==> config.mk <==
export PLATFORM = sky130hd
export DESIGN_NAME = uram_rx
export DESIGN_NICKNAME = d
export VERILOG_FILES = /design/src/uram_pkg.sv /design/src/uram_fifo.sv /design/src/uram_rx.sv
export SDC_FILE = /design/constraint.sdc
export NUM_CORES = 1
export LEC_CHECK = 0
export BUFFER_PORTS_ARGS = -buffer_cell sky130_fd_sc_hd__buf_2
export CORE_MARGIN = 8
export CORE_UTILIZATION = 58
export CTS_CLUSTER_DIAMETER = 80
export DETAILED_ROUTE_END_ITERATION = 10
export PLACE_DENSITY = 0.79
export SETUP_SLACK_MARGIN = 0.4
export SYNTH_ARGS = -nofsm -noshare
export SYNTH_HDL_FRONTEND = slang
export SYNTH_SLANG_ARGS = --single-unit
==> constraint.sdc <==
create_clock -name clock_in -period 2.02 [get_ports clock_in]
set_input_delay 0.404 -clock clock_in [delete_from_list [all_inputs] [get_ports clock_in]]
set_output_delay 0.404 -clock clock_in [all_outputs]
set_load 0.05 [all_outputs]
==> src/uram_pkg.sv <==
// package for the uart receiver with address match: constants and carriers
// What this block does
// - start a frame only on a 1-to-0 serial input edge while idle
// - sample the serial input at sixteen times the baud rate
// - start edge clears phase counter, presets shift register to 1FFH
// - take three samples at phase states seven, eight and nine
// - bit value is the level seen in at least two of three samples
// - first bit not 0 abandons the frame and resumes edge hunting
// - bits enter a 9-bit register from the left, then one final shift
// - outside 9-bit modes, load only if receive flag is 0 and (multiproc off or stop bit 1)
// - failed load discards the frame, buffer, holder and flag unchanged
// - good load: stop bit (ninth bit in 9-bit modes) to ninth-bit holder, data to buffer, flag set
// - after the final shift return to hunting, loaded or not
// - address recognition is active in 9-bit modes when multiproc enable is set
// - in 9-bit modes with multiproc enable set, flag set only on given or broadcast address match
// - a frame is an address only when its ninth bit is 1
// - given address is address AND mask; mask 0 bits are ignored
// - broadcast is address OR mask; zero bits there are don't-care
// - reset clears slave address and mask to zero so all addresses match
// - mode 1 frame: start 0, eight data bits lsb first, stop 1
package uram_pkg;
    localparam int          DATA_W        = 8;
    localparam int          SHIFT_W       = 9;
    localparam int          PHASE_W       = 4;
    localparam logic [8:0]  SHIFT_PRESET  = 9'h1ff;
    localparam logic [3:0]  SAMPLE_A      = 4'h6;   // seventh state
    localparam logic [3:0]  SAMPLE_B      = 4'h7;   // eighth state
    localparam logic [3:0]  SAMPLE_C      = 4'h8;   // ninth state
    localparam logic [3:0]  PHASE_LAST    = 4'hf;
    localparam logic [7:0]  ADDR_RESET    = 8'h00;
    localparam logic [7:0]  MASK_RESET    = 8'h00;
    localparam logic [1:0]  MODE_SHIFT    = 2'h0;
    localparam logic [1:0]  MODE_8BIT     = 2'h1;
    localparam logic [1:0]  MODE_9BIT_FIX = 2'h2;
    localparam logic [1:0]  MODE_9BIT_VAR = 2'h3;
    localparam int          BUF_DEPTH     = 2;

    typedef enum logic [1:0] {
        URAM_HUNT,
        URAM_START,
        URAM_DATA
    } uram_state_e;

    // one received frame as it passes through the buffer
    typedef struct packed {
        logic       ninth;
        logic [7:0] data;
    } uram_frame_s;
endpackage : uram_pkg

==> src/uram_fifo.sv <==
// two-entry buffer carrying received frames toward the receive buffer
`timescale 1ns/1ns
module uram_fifo #(
    parameter int WIDTH = 9,
    parameter int DEPTH = 2
) (
    input  wire logic             clock_in,
    input  wire logic             rst_b_in,
    input  wire logic             wr_valid_in,
    output logic                  wr_ready_out,
    input  wire logic [WIDTH-1:0] wr_data_in,
    output logic                  rd_valid_out,
    input  wire logic             rd_ready_in,
    output logic      [WIDTH-1:0] rd_data_out
);
    localparam int AW = (DEPTH > 1) ? $clog2(DEPTH) : 1;
    logic [WIDTH-1:0] mem_q [DEPTH];
    logic [AW-1:0]    wptr_q;
    logic [AW-1:0]    rptr_q;
    logic [AW:0]      count_q;
    logic             push;
    logic             pop;

    assign wr_ready_out = (count_q != (AW+1)'(DEPTH));
    assign rd_valid_out = (count_q != '0);
    assign push         = wr_valid_in && wr_ready_out;
    assign pop          = rd_valid_out && rd_ready_in;
    assign rd_data_out  = mem_q[rptr_q];

    // storage has no reset; only pointers and count need a defined start
    always_ff @(posedge clock_in) begin
        if (push) begin
            mem_q[wptr_q] <= wr_data_in;
        end
    end

    // pointers wrap at depth, count tracks occupancy
    always_ff @(posedge clock_in or negedge rst_b_in) begin
        if (!rst_b_in) begin
            wptr_q  <= '0;
            rptr_q  <= '0;
            count_q <= '0;
        end else begin
            if (push) begin
                wptr_q <= (wptr_q == AW'(DEPTH-1)) ? '0 : wptr_q + 1'b1;
            end
            if (pop) begin
                rptr_q <= (rptr_q == AW'(DEPTH-1)) ? '0 : rptr_q + 1'b1;
            end
            count_q <= count_q + (AW+1)'(push) - (AW+1)'(pop);
        end
    end
endmodule : uram_fifo

==> src/uram_rx.sv <==
// receive path of the serial port with hardware address recognition
`timescale 1ns/1ns
module uram_rx #(
    parameter int DATA_W = uram_pkg::DATA_W
) (
    input  wire logic              clock_in,
    input  wire logic              rst_b_in,
    input  wire logic              tick16_in,
    input  wire logic              serial_rx_in,
    input  wire logic [1:0]        mode_in,
    input  wire logic              multiproc_enable_in,
    input  wire logic              receive_enable_in,
    input  wire logic [DATA_W-1:0] slave_address_in,
    input  wire logic [DATA_W-1:0] slave_address_mask_in,
    input  wire logic              addr_write_in,
    input  wire logic              receive_flag_clear_in,
    output logic                   receive_flag_out,
    output logic [DATA_W-1:0]      receive_buffer_out,
    output logic                   ninth_bit_holder_out,
    output logic                   busy_out,
    output logic                   frame_lost_out
);
    logic              rst_s1_q;
    logic              rst_s2_q;
    logic              rx_m1_q;
    logic              rx_m2_q;
    logic              rx_m3_q;
    logic              rx_q;
    uram_pkg::uram_state_e state_q;
    uram_pkg::uram_state_e state_d;
    logic [3:0]        phase_q;
    logic [1:0]        votes_q;
    logic [8:0]        shift_q;
    logic [3:0]        bits_q;
    logic [DATA_W-1:0] addr_q;
    logic [DATA_W-1:0] mask_q;
    logic              flag_q;
    logic [DATA_W-1:0] rbuf_q;
    logic              rb8_q;
    logic              busy_q;
    logic              lost_q;
    logic              armed_q;

    // reset release through two flops; the async edge only clears
    always_ff @(posedge clock_in or negedge rst_b_in) begin
        if (!rst_b_in) begin
            rst_s1_q <= 1'b0;
            rst_s2_q <= 1'b0;
        end else begin
            rst_s1_q <= 1'b1;
            rst_s2_q <= rst_s1_q;
        end
    end

    wire rst_b = rst_s2_q;

    // pin synchroniser: three flops, level changes only when 2 and 3 agree
    always_ff @(posedge clock_in or negedge rst_b) begin
        if (!rst_b) begin
            rx_m1_q <= 1'b1;
            rx_m2_q <= 1'b1;
            rx_m3_q <= 1'b1;
            rx_q    <= 1'b1;
        end else begin
            rx_m1_q <= serial_rx_in;
            rx_m2_q <= rx_m1_q;
            rx_m3_q <= rx_m2_q;
            if (rx_m2_q == rx_m3_q) begin
                rx_q <= rx_m3_q;
            end
        end
    end

    // decode of sample points, votes and frame position
    wire       ninebit    = (mode_in == uram_pkg::MODE_9BIT_FIX) ||
                            (mode_in == uram_pkg::MODE_9BIT_VAR);
    wire       is_sample  = (phase_q == uram_pkg::SAMPLE_A) ||
                            (phase_q == uram_pkg::SAMPLE_B) ||
                            (phase_q == uram_pkg::SAMPLE_C);
    wire [1:0] vote_sum   = votes_q + {1'b0, rx_q};
    wire       bit_val    = (vote_sum >= 2'h2);
    wire       bit_end    = tick16_in && (phase_q == uram_pkg::SAMPLE_C);
    // gating with armed here keeps busy from flickering on a held low line
    wire       start_edge = tick16_in && !rx_q && receive_enable_in &&
                            armed_q;
    // frame length counts start, data, optional ninth bit and stop
    wire [3:0] last_bit   = ninebit ? 4'hb : 4'ha;
    wire       final_bit  = bits_q == last_bit - 4'h1;
    wire [8:0] shift_next = {bit_val, shift_q[8:1]};

    // data sit below the ninth bit in 9-bit modes, above the start in mode 1
    wire [7:0] rx_data    = ninebit ? shift_q[7:0] : shift_q[8:1];
    // the ninth bit is already at the top; mode 1 takes the stop bit
    wire       rx_ninth   = ninebit ? shift_q[8] : bit_val;
    // address match: given and broadcast comparisons
    wire [7:0] given_care = mask_q;
    wire       given_hit  = ((rx_data ^ addr_q) & given_care) == 8'h00;
    wire [7:0] bcast      = addr_q | mask_q;
    wire       bcast_hit  = ((~rx_data) & bcast) == 8'h00;
    wire       addr_frame = rx_ninth;
    wire       filter_on  = multiproc_enable_in && ninebit;
    wire       addr_ok    = !filter_on ||
                            (addr_frame && (given_hit || bcast_hit));
    // mode 1 filter: with multiproc on, a stop bit of 1 is required
    wire       stop_ok    = !multiproc_enable_in || rx_ninth;
    wire       mode_ok    = ninebit ? addr_ok : stop_ok;
    wire       frame_done = (state_q == uram_pkg::URAM_DATA) && bit_end &&
                            final_bit;
    wire       load_ok    = !flag_q && mode_ok;
    wire       fifo_wr    = frame_done && load_ok;
    wire       fifo_ready;
    wire       fifo_valid;
    uram_pkg::uram_frame_s fifo_in;
    uram_pkg::uram_frame_s fifo_out;

    assign fifo_in.ninth = rx_ninth;
    assign fifo_in.data  = rx_data;

    // phase counter: cleared on the start edge, steps only on the tick
    always_ff @(posedge clock_in or negedge rst_b) begin
        if (!rst_b) begin
            phase_q <= 4'h0;
        end else if (state_q == uram_pkg::URAM_HUNT) begin
            phase_q <= 4'h0;
        end else if (tick16_in) begin
            phase_q <= phase_q + 4'h1;
        end
    end

    // majority vote accumulator, restarted each bit time
    always_ff @(posedge clock_in or negedge rst_b) begin
        if (!rst_b) begin
            votes_q <= 2'h0;
        end else if (state_q == uram_pkg::URAM_HUNT) begin
            // stale votes from the last stop bit would reject the next start
            votes_q <= 2'h0;
        end else if (tick16_in && phase_q == uram_pkg::PHASE_LAST) begin
            votes_q <= 2'h0;
        end else if (tick16_in && is_sample &&
                     phase_q != uram_pkg::SAMPLE_C) begin
            votes_q <= vote_sum;
        end
    end

    // frame sequencer
    always_comb begin
        state_d = state_q;
        case (state_q)
            uram_pkg::URAM_HUNT: begin
                if (start_edge) begin
                    state_d = uram_pkg::URAM_START;
                end
            end
            uram_pkg::URAM_START: begin
                if (bit_end) begin
                    state_d = bit_val ? uram_pkg::URAM_HUNT
                                      : uram_pkg::URAM_DATA;
                end
            end
            uram_pkg::URAM_DATA: begin
                if (frame_done) begin
                    state_d = uram_pkg::URAM_HUNT;
                end
            end
            default: begin
                state_d = uram_pkg::URAM_HUNT;
            end
        endcase
    end

    // hunting needs a high line first so a held low is no edge
    always_ff @(posedge clock_in or negedge rst_b) begin
        if (!rst_b) begin
            armed_q <= 1'b0;
        end else if (state_q != uram_pkg::URAM_HUNT) begin
            armed_q <= 1'b0;
        end else if (rx_q) begin
            armed_q <= 1'b1;
        end
    end

    always_ff @(posedge clock_in or negedge rst_b) begin
        if (!rst_b) begin
            state_q <= uram_pkg::URAM_HUNT;
        end else begin
            state_q <= state_d;
        end
    end

    // input shift register and bit counter
    always_ff @(posedge clock_in or negedge rst_b) begin
        if (!rst_b) begin
            shift_q <= uram_pkg::SHIFT_PRESET;
            bits_q  <= 4'h0;
        end else if (state_q == uram_pkg::URAM_HUNT) begin
            shift_q <= uram_pkg::SHIFT_PRESET;
            bits_q  <= 4'h0;
        end else if (bit_end) begin
            shift_q <= shift_next;
            bits_q  <= bits_q + 4'h1;
        end
    end

    // frames pass through a two-entry buffer, but only frames ending while the flag is
    // clear enter it, others are lost; words only leave it while the flag is clear
    uram_fifo #(
        .WIDTH ($bits(uram_pkg::uram_frame_s)),
        .DEPTH (uram_pkg::BUF_DEPTH)
    ) u_fifo (
        .clock_in     (clock_in),
        .rst_b_in     (rst_b),
        .wr_valid_in  (fifo_wr),
        .wr_ready_out (fifo_ready),
        .wr_data_in   (fifo_in),
        .rd_valid_out (fifo_valid),
        .rd_ready_in  (!flag_q),
        .rd_data_out  (fifo_out)
    );

    wire pop     = fifo_valid && !flag_q;
    wire dropped = frame_done && !(load_ok && fifo_ready);

    // receive buffer, ninth-bit holder and flag; a new load beats a clear
    always_ff @(posedge clock_in or negedge rst_b) begin
        if (!rst_b) begin
            flag_q <= 1'b0;
            rbuf_q <= 8'h00;
            rb8_q  <= 1'b0;
        end else if (pop) begin
            rbuf_q <= fifo_out.data;
            rb8_q  <= fifo_out.ninth;
            flag_q <= 1'b1;
        end else if (receive_flag_clear_in) begin
            flag_q <= 1'b0;
        end
    end

    // slave address and mask, cleared at reset so every address matches
    always_ff @(posedge clock_in or negedge rst_b) begin
        if (!rst_b) begin
            addr_q <= uram_pkg::ADDR_RESET;
            mask_q <= uram_pkg::MASK_RESET;
        end else if (addr_write_in) begin
            addr_q <= slave_address_in;
            mask_q <= slave_address_mask_in;
        end
    end

    // status outputs straight from flops
    always_ff @(posedge clock_in or negedge rst_b) begin
        if (!rst_b) begin
            busy_q <= 1'b0;
            lost_q <= 1'b0;
        end else begin
            busy_q <= (state_d != uram_pkg::URAM_HUNT);
            lost_q <= dropped;
        end
    end

    assign receive_flag_out     = flag_q;
    assign receive_buffer_out   = rbuf_q;
    assign ninth_bit_holder_out = rb8_q;
    assign busy_out             = busy_q;
    assign frame_lost_out       = lost_q;
endmodule : uram_rx

==> flow_metrics.env <==
export IMPL_status="finished with violations"
export IMPL_violations="negative setup slack"
export IMPL_vias=2705
export IMPL_antenna_found_initial=0
export IMPL_setup_ws_ps=-225
export IMPL_cts_tree="built"
export IMPL_grt_pass1_vias=2743
export IMPL_drc=0
export IMPL_ys_flop_type="dfrtp_1"
export IMPL_die_height_um=94.1
export IMPL_slew_headroom_pct=56.3
export IMPL_h_tree_depth=3
export IMPL_final_nets=421
export IMPL_diodes=0
export IMPL_setup_violations_final=22
export IMPL_fin_skew_ps=10.4
export IMPL_dp_slack_ps=-461
export IMPL_ios=38
export IMPL_fin_cells=468
export IMPL_insertion_delay_ps=360
export IMPL_power_density_mw_per_mm2=835
export IMPL_clkSlewWorstSetupHoldPaths_ps=80
export IMPL_synth_seq_cells=78
export IMPL_regArea_sq_mm=0.00206
export IMPL_fin_crit_sh_pct=111
export IMPL_first_pass_iters=4
export IMPL_hpwl_um=5180
export IMPL_drtAntennaViolNets=0
export IMPL_numPortBuffers=36
export IMPL_drv_slew=0
export IMPL_cts_buffers=9
export IMPL_root_buffer="clkbuf_8"
export IMPL_ctsLongestPathBuffers=2
export IMPL_syn_area_sq_mm=0.00353
export IMPL_cp_arrival_ps=2320
export IMPL_syn_area_per_cell_sq_um=11.9
export IMPL_maxCapViolations=0
export IMPL_cp_max_fo=9
export IMPL_cp_start_kind="flip-flop"
export IMPL_crit_required_ps=2100
export IMPL_leakagePower_nw=2.05
export IMPL_synth_net_count=329
export IMPL_grt_ovfl_total=0
export IMPL_yosysSeqAreaShare_pct=58.2
export IMPL_drtIter0Drc=181
export IMPL_hold_viol=0
export IMPL_multi_input_area_sq_mm=0.00166
export IMPL_die_width_um=94.1
export IMPL_fmax_mhz=445
export IMPL_coreArea_sq_mm=0.00592
export IMPL_rsz0062_at_grt="yes"
export IMPL_finalPower_mw=3.94
export IMPL_holdWs_ps=144
export IMPL_crit_type="reg2reg"
export IMPL_synth_edf_count=18
export IMPL_die_area_sq_mm=0.00885
export IMPL_rows=28
export IMPL_yosysWarningCount=0
export IMPL_grt_max_degree=32
export IMPL_syn_inst=296
export IMPL_end_kind="flip-flop"
export IMPL_cts_sinks=78
export IMPL_syn_to_final_growth_pct=33.3
export IMPL_vias_per_cell=5.78
export IMPL_synth_cell_type_count=45
export IMPL_grt_usage_pct=19.4
export IMPL_vdd_ir_drop_max_v=0.000731
export IMPL_dp_cells=434
export IMPL_period_needed_ps=2240
export IMPL_initial_utilization_pct=59.7
export IMPL_drive_above_1_share_pct=46.1
export IMPL_final_util_pct=79.6
export IMPL_fillCellCount=331
export IMPL_routed_wirelength_um=8840
export IMPL_place_congestion=0.830
export IMPL_grt_pass1_wl_um=13000
export IMPL_hold_class="in2reg"
export IMPL_ys_async_sr_fraction_pct=76.9
export IMPL_tightest_slew_ps=656
export IMPL_avgRoutedWirePerCell_um=18.9
## per-stage QoR
stage	cell area [sq um]	TNS [ps]
after floorplan	3610	-4020
after global placement	4130	-7380
after detailed placement	4130	-8750
after CTS	4650	-1290
after global routing	4710	-4730
final	4710	-3720
## critical path, cell delays in order (launching register included)
cell	delay [ps]
dfstp_2	390
mux2_4	300
mux2i_2	190
a2111oi_4	450
a211oi_2	160
buf_4	170
nor3_4	150
buf_12	150
## cells in the final DEF, fill, tap and decap left out, types with 4 or more instances in the layout
cell type and instances:
nand2_1 40, nand2b_1 6, o21ai_0 12, dfrtp_1 46, ha_1 4, mux2_2 16, nand3_1 11, mux2_4 8
dfstp_2 13, buf_2 36, a21oi_1 5, clkbuf_8 9, buf_6 5, nor2_1 25, buf_4 48, xnor2_1 5
edfxtp_1 18, mux2i_1 11, inv_1 6
## area by class of cell
class	count	area share, %
flip-flops and latches	78	43.7
repair buffers	92	13.7
inverters	8	0.637
clock inverters	7	2.07
multi-input cells	199	35.2
clock buffers	9	2.63
well taps	75	1.99
## Yosys cell counts, types with 2 or more instances
master	count	share of area (%)
dfrtp_1	47	33
nand2_1	40	4.2
nor2_1	25	2.7
mux2_2	19	6.1
edfxtp_1	18	15
mux2i_1	17	4.8
o21ai_0	14	2.0
dfstp_2	13	9.7
nand3_1	11	1.6
clkbuf_1	8	0.85
inv_1	8	0.85
ha_1	7	2.5
a21oi_1	6	0.85
nand2b_1	6	1.1
xnor2_1	6	1.5
xor2_1	6	1.5
mux2_4	5	2.1
o22ai_1	4	0.71
nand4_1	3	0.53
a2111oi_2	2	0.85
a211o_1	2	0.50
a22o_1	2	0.50
buf_6	2	0.64
nor3_1	2	0.28
nor4_1	2	0.35
or2_2	2	0.35
## cells by family (layout without fill, tap and decap cells)
group                    count (synthesis)  in the layout  synth area share (%)
AND/OR/NAND/NOR                         99            100                  13.1
flip-flops                              78             78                  58.2
multiplexers                            41             41                  13.0
AO/OA/AOI/OAI                           37             37                  7.12
buffers and inverters                   20            116                  2.69
XOR/XNOR                                12             12                  2.97
adder cells (fa/ha/maj)                  8              8                  2.76
other                                    1              1                 0.106
## per-layer routing
layer  routed length, um  global-route usage (%)  up-vias
met5                   0                       0        -
met4                 378                    11.0        0
met3                 417                    5.04       36
met2                4500                    34.2      102
met1                3540                    20.6     1341
li1                    -                       -     1226
## report_power, final
group / switching, mW / total (mW) / internal [mW]
registers: 0.101 / 1.82 / 1.72
logic: 0.420 / 0.824 / 0.404
clock network: 0.589 / 1.29 / 0.699
## sequential cells by signal (all words and copies together) (netlist names), 2 cells and up
name	count
addr_q	8
bits_q	4
given_care	8
phase_q	4
receive_buffer_out	8
shift_q	9
state_q	2
u_fifo.count_q	2
u_fifo.mem_q	18
votes_q	2
## repair_timing
action / CTS / global route
setup endpoints to repair: 23 / 23
cloned: 1 / 0
pin swaps: 20 / 6
gates resized for setup: 37 / 3
buffers inserted: 11 / 5
hold buffers: 1 / 0
hold endpoints to repair: 2 / 0
## worst paths after layout
path / depth (start not counted) / end / start / slack, ps
hold / removal: 1 / rx_m1_q / serial_rx_in / 140
max in group asynchronous: 1 / shift_q[6] / rst_b / 1060
hold reg to reg: 0 / phase_q[0] / rst_b / 300
setup reg to reg: 7 / u_fifo.mem_q[0][6] / shift_q[8] / -220
setup / recovery: 7 / u_fifo.mem_q[0][6] / shift_q[8] / -220
min in group asynchronous: 0 / phase_q[0] / rst_b / 300
(Power assumes the default switching activity.)
